===== src/inc/epam_pkg.sv =====
// constants shared by the eight-bit analog-muxed port
// Behaviour
// RULE_01: direction 0 drives the pin from the latch; analog selection never alters it.
// RULE_02: direction 1 reads the sampled pin, but analog selection disables that input.
// RULE_03: pins zero to six are converter channels 5 to 11, analog after reset.
// RULE_04: pins three to six also feed comparator two plus/minus, one plus/minus.
// RULE_05: comparator output enabled and direction 0: pin one/two carry comparator results.
// RULE_06: reference output enabled disables pin five driver and input, whatever direction.
// RULE_07: pin seven is the serial slave select when enabled and set as input.
// RULE_08: software writes 0x0F to analog config before using the pins digitally.
// RULE_09: each direction bit n controls pin n alone; 0xCF makes pins five, four outputs.
// RULE_10: analog config bits 7 and 6 read zero; 5:4 reference, 3:0 port select.
// RULE_11: reading the latch register returns the latch, not the pin level.
// RULE_12: after reset pins six to zero are analog and read as zero.
// RULE_13: writing the pin data register updates the output latch.
`default_nettype none

package epam_pkg;

	// ----------------------------------------
	// sizes
	// ----------------------------------------
	localparam int unsigned PIN_COUNT    = 8;
	localparam int unsigned ANALOG_PINS  = 7;
	localparam int unsigned ADDR_WIDTH   = 3;
	localparam int unsigned DATA_WIDTH   = 8;
	localparam int unsigned FIRST_CHAN   = 5;
	localparam int unsigned LAST_CONFIG  = 15;

	// ----------------------------------------
	// register offsets
	// ----------------------------------------
	localparam logic [2:0] OFS_DIRECTION = 3'h0;
	localparam logic [2:0] OFS_PIN_DATA  = 3'h1;
	localparam logic [2:0] OFS_LATCH     = 3'h2;
	localparam logic [2:0] OFS_ANALOG    = 3'h3;
	localparam logic [2:0] OFS_COMPARE   = 3'h4;
	localparam logic [2:0] OFS_ALT_FUNC  = 3'h5;

	// ----------------------------------------
	// reset values
	// ----------------------------------------
	localparam logic [7:0] RST_DIRECTION = 8'hFF;
	localparam logic [7:0] RST_LATCH     = 8'h00;
	localparam logic [5:0] RST_ANALOG    = 6'h00;
	localparam logic [5:0] RST_COMPARE   = 6'h07;
	localparam logic [2:0] RST_ALT_FUNC  = 3'h0;

	// ----------------------------------------
	// field positions
	// ----------------------------------------
	localparam int unsigned ANA_PORT_LSB = 0;
	localparam int unsigned ANA_PORT_MSB = 3;
	localparam int unsigned ANA_REF_LSB  = 4;
	localparam int unsigned ANA_REF_MSB  = 5;
	localparam int unsigned CMP_TWO_RES  = 7;
	localparam int unsigned CMP_ONE_RES  = 6;
	localparam int unsigned ALT_CMP_OUT  = 0;
	localparam int unsigned ALT_REF_OUT  = 1;
	localparam int unsigned ALT_SLAVE    = 2;

	// ----------------------------------------
	// special pins
	// ----------------------------------------
	localparam int unsigned PIN_CMP_TWO  = 1;
	localparam int unsigned PIN_CMP_ONE  = 2;
	localparam int unsigned PIN_REF      = 5;
	localparam int unsigned PIN_SLAVE    = 7;
	localparam int unsigned PIN_C2_POS   = 3;

	// slave select idles high when the function is unused
	localparam logic        SLAVE_IDLE   = 1'b1;

endpackage

`default_nettype wire


===== src/inc/epam_mux_if.sv =====
// signals between the register core and the pin multiplexer
`default_nettype none

interface epam_mux_if;
	logic [7:0] direction;
	logic [7:0] latch;
	logic [6:0] analog_sel;
	logic       cmp_out_en;
	logic       ref_out_en;
	logic       cmp_one_res;
	logic       cmp_two_res;
	logic [7:0] pin_level;
	logic [7:0] drive_val;
	logic [7:0] drive_en;
	logic [7:0] digital_in;

	modport core
	(
		output direction,
		output latch,
		output analog_sel,
		output cmp_out_en,
		output ref_out_en,
		output cmp_one_res,
		output cmp_two_res,
		output pin_level,
		input  drive_val,
		input  drive_en,
		input  digital_in
	);

	modport mux
	(
		input  direction,
		input  latch,
		input  analog_sel,
		input  cmp_out_en,
		input  ref_out_en,
		input  cmp_one_res,
		input  cmp_two_res,
		input  pin_level,
		output drive_val,
		output drive_en,
		output digital_in
	);
endinterface

`default_nettype wire


===== src/epam_port.sv =====
// eight-bit port with analog, comparator and slave-select sharing
//
// Decided for this implementation: the register addresses and the address-and-strobe port.
`default_nettype none

module epam_port
(
	// clock and reset
	input  wire logic       clk_i,
	input  wire logic       reset_i,
	// register port
	input  wire logic [2:0] addr_i,
	input  wire logic [7:0] wdata_i,
	input  wire logic       wr_i,
	input  wire logic       rd_i,
	output logic      [7:0] rdata_o,
	// comparator results, same clock
	input  wire logic       comparator_one_result_i,
	input  wire logic       comparator_two_result_i,
	// pins
	input  wire logic [7:0] pin_i,
	output logic      [7:0] pin_o,
	output logic      [7:0] pin_oe_n_o,
	// to converter, comparators and serial port
	output logic      [6:0] analog_chan_en_o,
	output logic      [3:0] comparator_in_en_o,
	output logic      [1:0] reference_select_o,
	output logic            comparator_reference_out_o,
	output logic            serial_slave_select_o
);

	// ----------------------------------------
	// state
	// ----------------------------------------
	logic [7:0] port_direction_bits_q;
	logic [7:0] port_direction_bits_d;
	logic [7:0] port_latch_bits_q;
	logic [7:0] port_latch_bits_d;
	logic [5:0] analog_config_reg_q;
	logic [5:0] analog_config_reg_d;
	logic [5:0] comparator_ctrl_reg_q;
	logic [5:0] comparator_ctrl_reg_d;
	logic [2:0] alt_func_q;
	logic [2:0] alt_func_d;
	logic [7:0] rdata_q;
	logic [7:0] rdata_d;
	logic [7:0] pin_meta_q;
	logic [7:0] pin_sync_q;
	logic [7:0] pin_out_q;
	logic [7:0] pin_out_d;
	logic [7:0] pin_oe_n_q;
	logic [7:0] pin_oe_n_d;
	logic [6:0] chan_en_q;
	logic [6:0] chan_en_d;
	logic [3:0] cmp_in_q;
	logic [3:0] cmp_in_d;
	logic       slave_q;
	logic       slave_d;
	logic [6:0] analog_sel;
	// analog decode
	logic [4:0] top_chan;
	// pin input stage next values
	logic [7:0] pin_meta_d;
	logic [7:0] pin_sync_d;
	logic       ref_out_q;
	logic       ref_out_d;
	// write enables
	logic       wr_direction;
	logic       wr_latch;
	logic       wr_analog;
	logic       wr_compare;
	logic       wr_alt_func;

	epam_mux_if mux_bus ();

	// ----------------------------------------
	// pin synchroniser
	// ----------------------------------------
	// pins are asynchronous; two stages before any reader
	always_comb
	begin
		pin_meta_d = pin_i;
		pin_sync_d = pin_meta_q;
	end

	always_ff @(posedge clk_i)
	begin
		if (reset_i)
		begin
			pin_meta_q <= 8'h00;
			pin_sync_q <= 8'h00;
		end
		else
		begin
			pin_meta_q <= pin_meta_d;
			pin_sync_q <= pin_sync_d;
		end
	end

	// ----------------------------------------
	// analog selection decode
	// ----------------------------------------
	// a channel is analog while its index is at or below the
	// highest analog channel set by the port select field
	assign top_chan = 5'(epam_pkg::LAST_CONFIG)
		- {1'b0, analog_config_reg_q[epam_pkg::ANA_PORT_MSB:epam_pkg::ANA_PORT_LSB]};

	genvar g;

	generate
		for (g = 0; g < epam_pkg::ANALOG_PINS; g++)
		begin : g_chan
			// RULE_03 channels five to eleven
			assign analog_sel[g] = (5'(g + epam_pkg::FIRST_CHAN) <= top_chan);
		end
	endgenerate

	// ----------------------------------------
	// write decode
	// ----------------------------------------
	// one enable per register keeps each next-value path a plain mux
	always_comb
	begin
		wr_direction = 1'b0;
		wr_latch     = 1'b0;
		wr_analog    = 1'b0;
		wr_compare   = 1'b0;
		wr_alt_func  = 1'b0;
		if (wr_i)
		begin
			case (addr_i)
				epam_pkg::OFS_DIRECTION: wr_direction = 1'b1;
				// RULE_13 data write hits latch
				epam_pkg::OFS_PIN_DATA:  wr_latch = 1'b1;
				epam_pkg::OFS_LATCH:     wr_latch = 1'b1;
				epam_pkg::OFS_ANALOG:    wr_analog = 1'b1;
				epam_pkg::OFS_COMPARE:   wr_compare = 1'b1;
				epam_pkg::OFS_ALT_FUNC:  wr_alt_func = 1'b1;
				// unmapped offsets are ignored
				default:                 wr_latch = 1'b0;
			endcase
		end
	end

	// ----------------------------------------
	// register writes
	// ----------------------------------------
	always_comb
	begin
		// RULE_09 one bit per pin
		port_direction_bits_d = wr_direction ? wdata_i : port_direction_bits_q;
		port_latch_bits_d     = wr_latch ? wdata_i : port_latch_bits_q;
		// RULE_10 top two bits dropped
		analog_config_reg_d   = wr_analog ? wdata_i[5:0] : analog_config_reg_q;
		// result bits are read-only
		comparator_ctrl_reg_d = wr_compare ? wdata_i[5:0] : comparator_ctrl_reg_q;
		alt_func_d            = wr_alt_func ? wdata_i[2:0] : alt_func_q;
	end

	always_ff @(posedge clk_i)
	begin
		if (reset_i)
		begin
			port_direction_bits_q <= epam_pkg::RST_DIRECTION;
			port_latch_bits_q     <= epam_pkg::RST_LATCH;
			// RULE_12 analog after reset
			analog_config_reg_q   <= epam_pkg::RST_ANALOG;
			comparator_ctrl_reg_q <= epam_pkg::RST_COMPARE;
			alt_func_q            <= epam_pkg::RST_ALT_FUNC;
		end
		else
		begin
			port_direction_bits_q <= port_direction_bits_d;
			port_latch_bits_q     <= port_latch_bits_d;
			analog_config_reg_q   <= analog_config_reg_d;
			comparator_ctrl_reg_q <= comparator_ctrl_reg_d;
			alt_func_q            <= alt_func_d;
		end
	end

	// ----------------------------------------
	// pin multiplexer
	// ----------------------------------------
	assign mux_bus.direction   = port_direction_bits_q;
	assign mux_bus.latch       = port_latch_bits_q;
	assign mux_bus.analog_sel  = analog_sel;
	assign mux_bus.cmp_out_en  = alt_func_q[epam_pkg::ALT_CMP_OUT];
	assign mux_bus.ref_out_en  = alt_func_q[epam_pkg::ALT_REF_OUT];
	assign mux_bus.cmp_one_res = comparator_one_result_i;
	assign mux_bus.cmp_two_res = comparator_two_result_i;
	assign mux_bus.pin_level   = pin_sync_q;

	epam_pin_mux u_mux
	(
		.m (mux_bus.mux)
	);

	// ----------------------------------------
	// register reads
	// ----------------------------------------
	// data stands only in the cycle after the strobe
	always_comb
	begin
		rdata_d = 8'h00;
		if (rd_i)
		begin
			case (addr_i)
				epam_pkg::OFS_DIRECTION: rdata_d = port_direction_bits_q;
				// RULE_02 gated pin levels
				epam_pkg::OFS_PIN_DATA:  rdata_d = mux_bus.digital_in;
				// RULE_11 latch, not pins
				epam_pkg::OFS_LATCH:     rdata_d = port_latch_bits_q;
				// RULE_10 unimplemented read zero
				epam_pkg::OFS_ANALOG:    rdata_d = {2'h0, analog_config_reg_q};
				// results are read live, never stored
				epam_pkg::OFS_COMPARE:
				begin
					rdata_d[5:0]                   = comparator_ctrl_reg_q;
					rdata_d[epam_pkg::CMP_ONE_RES] = comparator_one_result_i;
					rdata_d[epam_pkg::CMP_TWO_RES] = comparator_two_result_i;
				end
				epam_pkg::OFS_ALT_FUNC:  rdata_d = {5'h00, alt_func_q};
				default:                 rdata_d = 8'h00;
			endcase
		end
	end

	always_ff @(posedge clk_i)
	begin
		if (reset_i)
		begin
			rdata_q <= 8'h00;
		end
		else
		begin
			rdata_q <= rdata_d;
		end
	end

	// ----------------------------------------
	// pin drive
	// ----------------------------------------
	// outputs are registered, so a register write reaches the pin
	// one edge after the write; traded for clean flop-driven pins
	always_comb
	begin
		// RULE_01 driven from latch
		pin_out_d  = mux_bus.drive_val;
		// RULE_06 enable is low while driving
		pin_oe_n_d = ~mux_bus.drive_en;
		// RULE_06 reference in step with enable
		// so the reference never meets an active driver
		ref_out_d  = alt_func_q[epam_pkg::ALT_REF_OUT];
	end

	always_ff @(posedge clk_i)
	begin
		if (reset_i)
		begin
			pin_out_q  <= 8'h00;
			pin_oe_n_q <= 8'hFF;
			ref_out_q  <= 1'b0;
		end
		else
		begin
			pin_out_q  <= pin_out_d;
			pin_oe_n_q <= pin_oe_n_d;
			ref_out_q  <= ref_out_d;
		end
	end

	// ----------------------------------------
	// converter and comparator routing
	// ----------------------------------------
	always_comb
	begin
		// RULE_03 converter channel enables
		chan_en_d = analog_sel;
		// RULE_04 comparator input routing
		cmp_in_d  = analog_sel[6:3];
	end

	always_ff @(posedge clk_i)
	begin
		if (reset_i)
		begin
			chan_en_q <= 7'h7F;
			cmp_in_q  <= 4'hF;
		end
		else
		begin
			chan_en_q <= chan_en_d;
			cmp_in_q  <= cmp_in_d;
		end
	end

	// ----------------------------------------
	// slave select
	// ----------------------------------------
	// an unused select idles inactive so the serial port stays deselected
	always_comb
	begin
		// RULE_07 slave select path
		if (alt_func_q[epam_pkg::ALT_SLAVE] && port_direction_bits_q[epam_pkg::PIN_SLAVE])
		begin
			slave_d = pin_sync_q[epam_pkg::PIN_SLAVE];
		end
		else
		begin
			slave_d = epam_pkg::SLAVE_IDLE;
		end
	end

	always_ff @(posedge clk_i)
	begin
		if (reset_i)
		begin
			slave_q <= epam_pkg::SLAVE_IDLE;
		end
		else
		begin
			slave_q <= slave_d;
		end
	end

	// ----------------------------------------
	// outputs
	// ----------------------------------------
	assign rdata_o                    = rdata_q;
	assign pin_o                      = pin_out_q;
	assign pin_oe_n_o                 = pin_oe_n_q;
	assign analog_chan_en_o           = chan_en_q;
	// order: comparator two plus, two minus, one plus, one minus
	assign comparator_in_en_o         = cmp_in_q;
	assign reference_select_o         =
		analog_config_reg_q[epam_pkg::ANA_REF_MSB:epam_pkg::ANA_REF_LSB];
	assign comparator_reference_out_o = ref_out_q;
	assign serial_slave_select_o      = slave_q;

endmodule

`default_nettype wire


===== src/epam_pin_mux.sv =====
// per-pin output select, driver enable and digital input gating
`default_nettype none

module epam_pin_mux
(
	// core side
	epam_mux_if.mux m
);

	genvar g;

	generate
		for (g = 0; g < 8; g++)
		begin : g_pin
			logic analog;
			logic ref_pin;
			logic alt_val;
			logic alt_use;

			if (g < 7)
			begin : g_ana
				assign analog = m.analog_sel[g];
			end
			else
			begin : g_dig
				assign analog = 1'b0;
			end

			assign ref_pin = (g == epam_pkg::PIN_REF) && m.ref_out_en;

			// RULE_05 comparator result override
			assign alt_use = m.cmp_out_en && !m.direction[g]
				&& ((g == epam_pkg::PIN_CMP_TWO) || (g == epam_pkg::PIN_CMP_ONE));
			assign alt_val = (g == epam_pkg::PIN_CMP_TWO) ? m.cmp_two_res : m.cmp_one_res;

			// RULE_01 latch drives, analog ignored
			assign m.drive_val[g] = alt_use ? alt_val : m.latch[g];

			// RULE_06 reference kills driver
			assign m.drive_en[g] = !m.direction[g] && !ref_pin;

			// RULE_02 analog or reference blocks input
			assign m.digital_in[g] = (analog || ref_pin) ? 1'b0 : m.pin_level[g];
		end
	endgenerate

endmodule

`default_nettype wire


===== config.mk =====
export PLATFORM = sky130hd
export DESIGN_NAME = epam_port
export DESIGN_NICKNAME = d
export VERILOG_FILES = /design/src/inc/epam_pkg.sv /design/src/inc/epam_mux_if.sv /design/src/epam_port.sv /design/src/epam_pin_mux.sv
export SDC_FILE = /design/constraint.sdc
export NUM_CORES = 1
export LEC_CHECK = 0
export BUFFER_PORTS_ARGS = -buffer_cell sky130_fd_sc_hd__buf_2
export CAP_MARGIN = 5
export CORE_UTILIZATION = 25
export CTS_BUF_LIST = sky130_fd_sc_hd__clkbuf_8
export CTS_CLUSTER_DIAMETER = 30
export DETAILED_ROUTE_END_ITERATION = 8
export GPL_TIMING_DRIVEN = 0
export SLEW_MARGIN = 10
export SYNTH_ARGS = -nofsm -noshare
export SYNTH_HDL_FRONTEND = slang
export SYNTH_SLANG_ARGS = --single-unit

===== constraint.sdc =====
create_clock -name clk_i -period 3.2 [get_ports clk_i]
set_clock_uncertainty 0.1 [all_clocks]
set_input_delay 0.16 -clock clk_i [delete_from_list [all_inputs] [get_ports clk_i]]
set_output_delay 0.16 -clock clk_i [all_outputs]
set_load 0.02 [all_outputs]

After elaboration in Yosys (flattened, before gate mapping)

Index checks and enable logic that the tools add are counted.

Add/subtract/negate cells: 1
Multipliers: 0
Div/mod/pow operators: 0
$lt $le $gt $ge: 7
Eq/ne operators: 5
Shift operators: 0
Muxes and demuxes: 20
Bitwise gates (word level): 3
Reductions and logical operators: 18

Operators by type and width:

| operator              | count |
|---|---|
| $pmux W8 S6           | 1 |
| $le A4 B5 Y1 const A  | 4 |
| $mux W1               | 19 |
| $le A3 B5 Y1 const A  | 3 |
| $logic_not A1 Y1      | 9 |
| $not A8 Y8            | 1 |
| $eq A3 B2 Y1 const B  | 2 |
| $eq A3 B3 Y1 const B  | 2 |
| $reduce_or A2 Y1      | 3 |
| $sub A4 B4 Y5 const A | 1 |
| $logic_and A1 B1 Y1   | 4 |
| $eq A3 B1 Y1 const B  | 1 |
| $logic_not A3 Y1      | 1 |
| $not A1 Y1            | 2 |
| $logic_or A1 B1 Y1    | 1 |

Register bits after elaboration: 84
Latch bits: 0
RAM bits: 0
Memory bits (read-only): 0
Input port bits: 25
Word-level logic and storage cells: 68
Memories kept: 0

Longest topological paths before layout

Word-level depth: 5
Gate-level depth with buffers: 5
Mapped depth without buffers: 4

Hierarchy

From an unflattened synthesis, not the netlist that was laid out.

Cells, all modules: 312
Area total of the unflattened synthesis: 3,161.8 um2

Modules (own cells, without submodules):

| module       | instances | cells an instance | area each (um2) | sequential area each (um2) |
|---|---|---|---|---|
| epam_port    | 1         | 286               | 2,991.6         | 1,601.5 |
| epam_pin_mux | 1         | 26                | 170.2           | 0.0 |

Worst setup path before layout

OpenSTA, ideal clock, no wires.

Path type: input to register
Start point: input addr_i[0]
End point: register port_direction_bits_q[5], in the netlist mux_bus.direction[5]
Setup time: 0.120 ns
Arrival time: 1.056 ns
Required time: 2.980 ns
Slack: 1.924 ns
Stages on the path: 5
Path through: buf_4 > nor3b_4 > buf_6 > nor2b_1 > a211o_1

Cells in the longest elaborated chain, start to end: 3

RTL lines:

| item                 | RTL line         | RTL |
|---|---|---|
| start, declared      | epam_port.sv:12  | `input wire logic [2:0] addr_i,` |
| $logic_not A3 Y1     | epam_port.sv:131 | `case (addr_i)` |
| $mux W1              | epam_port.sv:131 |  |
| $mux W1              | epam_port.sv:129 | `if (wr_i)` |
| end signal, assigned | epam_port.sv:164 | `port_direction_bits_q <= epam_pkg::RST_DIRECTION;` |
| end signal, assigned | epam_port.sv:173 | `port_direction_bits_q <= port_direction_bits_d;` |
| end, declared        | epam_port.sv:35  | `logic [7:0] port_direction_bits_q;` |

No other way between the ends.
A chain may end at the register's enable or synchronous reset.

Final worst setup path

Start point: register analog_config_reg_q[1]
End point: register rdata_q[5], in the netlist rdata_o[5]

Cells in the longest elaborated chain, start to end: 5

RTL lines:

| item                   | RTL line           | RTL |
|---|---|---|
| start, declared        | epam_port.sv:39    | `logic [5:0] analog_config_reg_q;` |
| start signal, assigned | epam_port.sv:167   | `analog_config_reg_q <= epam_pkg::RST_ANALOG;` |
| start signal, assigned | epam_port.sv:175   | `analog_config_reg_q <= analog_config_reg_d;` |
| $sub A4 B4 Y5          | epam_port.sv:106   | `- {1'b0, analog_config_reg_q[epam_pkg::ANA_PORT_MSB:epam_pkg::ANA_PORT_LSB]};` |
| $le A4 B5 Y1           | epam_port.sv:114   | `assign analog_sel[g] = (5'(g + epam_pkg::FIRST_CHAN) <= top_chan);` |
| $logic_or A1 B1 Y1     | epam_pin_mux.sv:43 | `assign m.digital_in[g] = (analog \|\| ref_pin) ? 1'b0 : m.pin_level[g];` |
| $mux W1                | epam_pin_mux.sv:43 |  |
| $pmux W8 S6            | epam_port.sv:207   | `case (addr_i)` |
| end signal, assigned   | epam_port.sv:236   | `rdata_q <= rdata_d;` |
| end, declared          | epam_port.sv:45    | `logic [7:0] rdata_q;` |

No other way between the ends.

==> results_dict.tcl <==
set metrics [dict create \
    p_comb_share_pct 8.7 \
    max_slew_margin_pct 46.8 \
    cts_root_buf "clkbuf_8" \
    start_kind "flip-flop" \
    dieHeight_microns 111 \
    postPlaceCellArea_sq_um 3440 \
    dieArea_sq_um 12200 \
    post-route-min-period_ns 1.50 \
    cts_tree "built" \
    die_w_microns 111 \
    drv_cap 0 \
    hpwl_mm 5.40 \
    gp_congestion 0.836 \
    drtAntennaViolNets 0 \
    cts_resized 0 \
    n_antenna_cell 0 \
    avgSynthCellArea_sq_um 10.5 \
    worstSkewPairLatency_ns 0.36 \
    max_freq_ghz 0.665 \
    first_pass_iters 4 \
    cts.clk_slew.worst_paths_ns 0.09 \
    ys_seq_elements 80 \
    cts_setup_buffers 0 \
    fin_area_sq_um 3800 \
    wl_per_cell_microns 14.5 \
    htreeDepth 3 \
    drt_iter0_markers 151 \
    intPower_uw 1510 \
    synth-edff-count 0 \
    initial_utilization_pct 25.7 \
    core_area_sq_um 11500 \
    drive_gt1_share_pct 28.6 \
    cp.required_ns 3.38 \
    grt_pass1_wl_mm 11.9 \
    wl_met1_mm 3.42 \
    met2_length_mm 3.52 \
    synthFlopType "dfxtp_1" \
    area_growth_pct 28.9 \
    port_buffers 62 \
    rsz0062_at_grt "no" \
    cp.arrival_ns 1.68 \
    synthCells 281 \
    cts.sinks 80 \
    num_vias 2277 \
    min_from "reset_i" \
    vias_per_cell 4.40 \
    tns_ns 0 \
    synth_nets 306 \
    vdd.ir_drop.worst_mv 0.168 \
    p_sw_share_pct 24.3 \
    cellPowerDensity_nw_per_um2 524 \
    cts_buffer_depth 2 \
    yosys.area.top_type "dfxtp_1" \
    worstPathMaxFanout 10 \
    p_leak_uw 0.00166 \
    synth_seq_area_share_pct 54.3 \
    status "finished clean" \
    yosysWarnings 0 \
    hold_violations 0 \
    power_switching_uw 483 \
    post-synth-top-count-cell "dfxtp_1" \
    yosys.area.top_type_share_pct 54.3 \
    dp_slack_ns 1.43 \
    antenna_found_initial 0 \
    ys_types 40 \
    overflow 0 \
    hp-class "input port to flip-flop" \
    finalWirelength_mm 7.50 \
    crit_path_end_kind "flip-flop" \
    synth_area_leaders "dfxtp_1, mux2i_1, nor2b_1" \
    crit_type "flip-flop to flip-flop" \
    finalCritPeriodShare_pct 47.0 \
    drcViolationCount 0 \
    critPathLaunch "analog_config_reg_q[1]$_SDFFE_PP0P_" \
    synth_area_sq_um 2950 \
    rrSetupSlack_ns 1.70 \
    ios 64 \
    top_layer "met4" \
    slew_violations 0 \
    nets 394 \
    synthArstFlopShare_pct 0 \
    worstMarginPinSlew_ns 0.797 \
    power.share.clock_pct 39.2 \
    whs_ns 0.0103 \
    grt_max_degree 15 \
    grt_pass1_vias 2224 \
    worst_slack_ns 1.70 \
    synth.top_cells.by_count "dfxtp_1, nor2b_1, nor2_1" \
    cts_made_buffers 9 \
    met3_length_microns 379 \
    power_frac_seq_pct 52.1 \
    r2r_start "analog_config_reg_q[1]$_SDFFE_PP0P_" \
    final-setup-viol-count 0 \
    rows 39 \
    grt_use_total_pct 12.9 \
]
-- power by group through the flow --
stage	Clock [uW]	Combinational (uW)	Sequential, uW
global route	844	191	1040
finish	782	173	1040
detailed placement	0	160	1060
CTS	797	174	1040
floorplan	0	91.0	1070
global placement	0	157	1060
-- cell type report --
type	count	area [sq um]
sequential	80	1600
clock inverter	5	62.6
tap	143	179
timing repair buffer	77	460
fill	1181	7670
inverter	5	18.8
buffer	23	129
multi-input combinational	173	1200
clock buffer	11	151
-- cells in the final DEF (no fill, tap or decap), drive strengths merged, types with 2 or more instances in the layout --
| cell type | instances |
|---|---|
| dfxtp | 80 |
| buf | 75 |
| nor2b | 37 |
| nor2 | 31 |
| mux2i | 28 |
| clkbuf | 21 |
| dlygate4sd3 | 15 |
| a211o | 11 |
| or2 | 9 |
| nand2 | 7 |
| inv | 7 |
| nand3 | 6 |
| a21oi | 5 |
| nand2b | 4 |
| a2bb2oi | 3 |
| o21ai | 3 |
| o2bb2ai | 3 |
| a31oi | 3 |
| a22o | 3 |
| a21o | 2 |
| a32oi | 2 |
| or3 | 2 |
| clkinvlp | 2 |
| nor3b | 2 |
-- logic make-up (layout without fill, tap and decap cells) --
group / Yosys count / count (layout) / share of synthesized area [%]
AND/OR/NAND/NOR: 102 / 102 / 19.5
flip-flops: 80 / 80 / 54.3
AO/OA/AOI/OAI: 41 / 41 / 11.0
multiplexers: 29 / 29 / 9.89
buffers and inverters: 28 / 121 / 5.01
XOR/XNOR: 1 / 1 / 0.297
-- through the flow --
step	util, %	total power (uW)	cells
2_1_floorplan	-	1160	281
3_3_place_gp	30.0	1220	486
3_5_place_dp	30.0	1220	486
4_1_cts	33.1	2010	517
5_1_grt	33.1	2080	517
6_report	33.1	1990	517
-- state kept, by name (all words and copies together), names as in the netlist, 3 cells and up --
| name | flops |
|---|---|
| pin_o | 8 |
| analog_chan_en_o | 7 |
| mux_bus.latch | 8 |
| pin_meta_q | 8 |
| mux_bus.direction | 8 |
| comparator_ctrl_reg_q | 6 |
| alt_func_q | 3 |
| pin_oe_n_o | 8 |
| analog_config_reg_q | 6 |
| rdata_o | 8 |
| mux_bus.pin_level | 8 |
-- critical path, stage by stage, from the launching register on --
cell and delay, ns:
dfxtp_1 0.31, clkbuf_1 0.33, a21oi_1 0.14, and4bb_2 0.31, a31oi_1 0.04, a21oi_1 0.18
-- final timing paths --
check	cells after the start	end
worst max-delay path	5	rdata_o[5]$_SDFF_PP0_
worst min register to register	1	mux_bus.pin_level[3]$_SDFF_PP0_
worst max register to register	5	rdata_o[5]$_SDFF_PP0_
worst min-delay path	3	analog_chan_en_o[3]$_SDFF_PP1_
-- repair_timing --
| item | 4_1_cts | 5_1_grt |
|---|---|---|
| endpoints found under the hold margin | 20 | 0 |
| hold buffers | 15 | 0 |
| setup endpoints to repair | 0 | 0 |
-- layer usage --
metal,GRT usage [%],vias to the layer above
li1,-,1130
met1,16.3,1068
met2,20.2,63
met3,3.73,16
met4,6.04,0
met5,0,-
No activity file was read; power rests on OpenSTA's default activity.
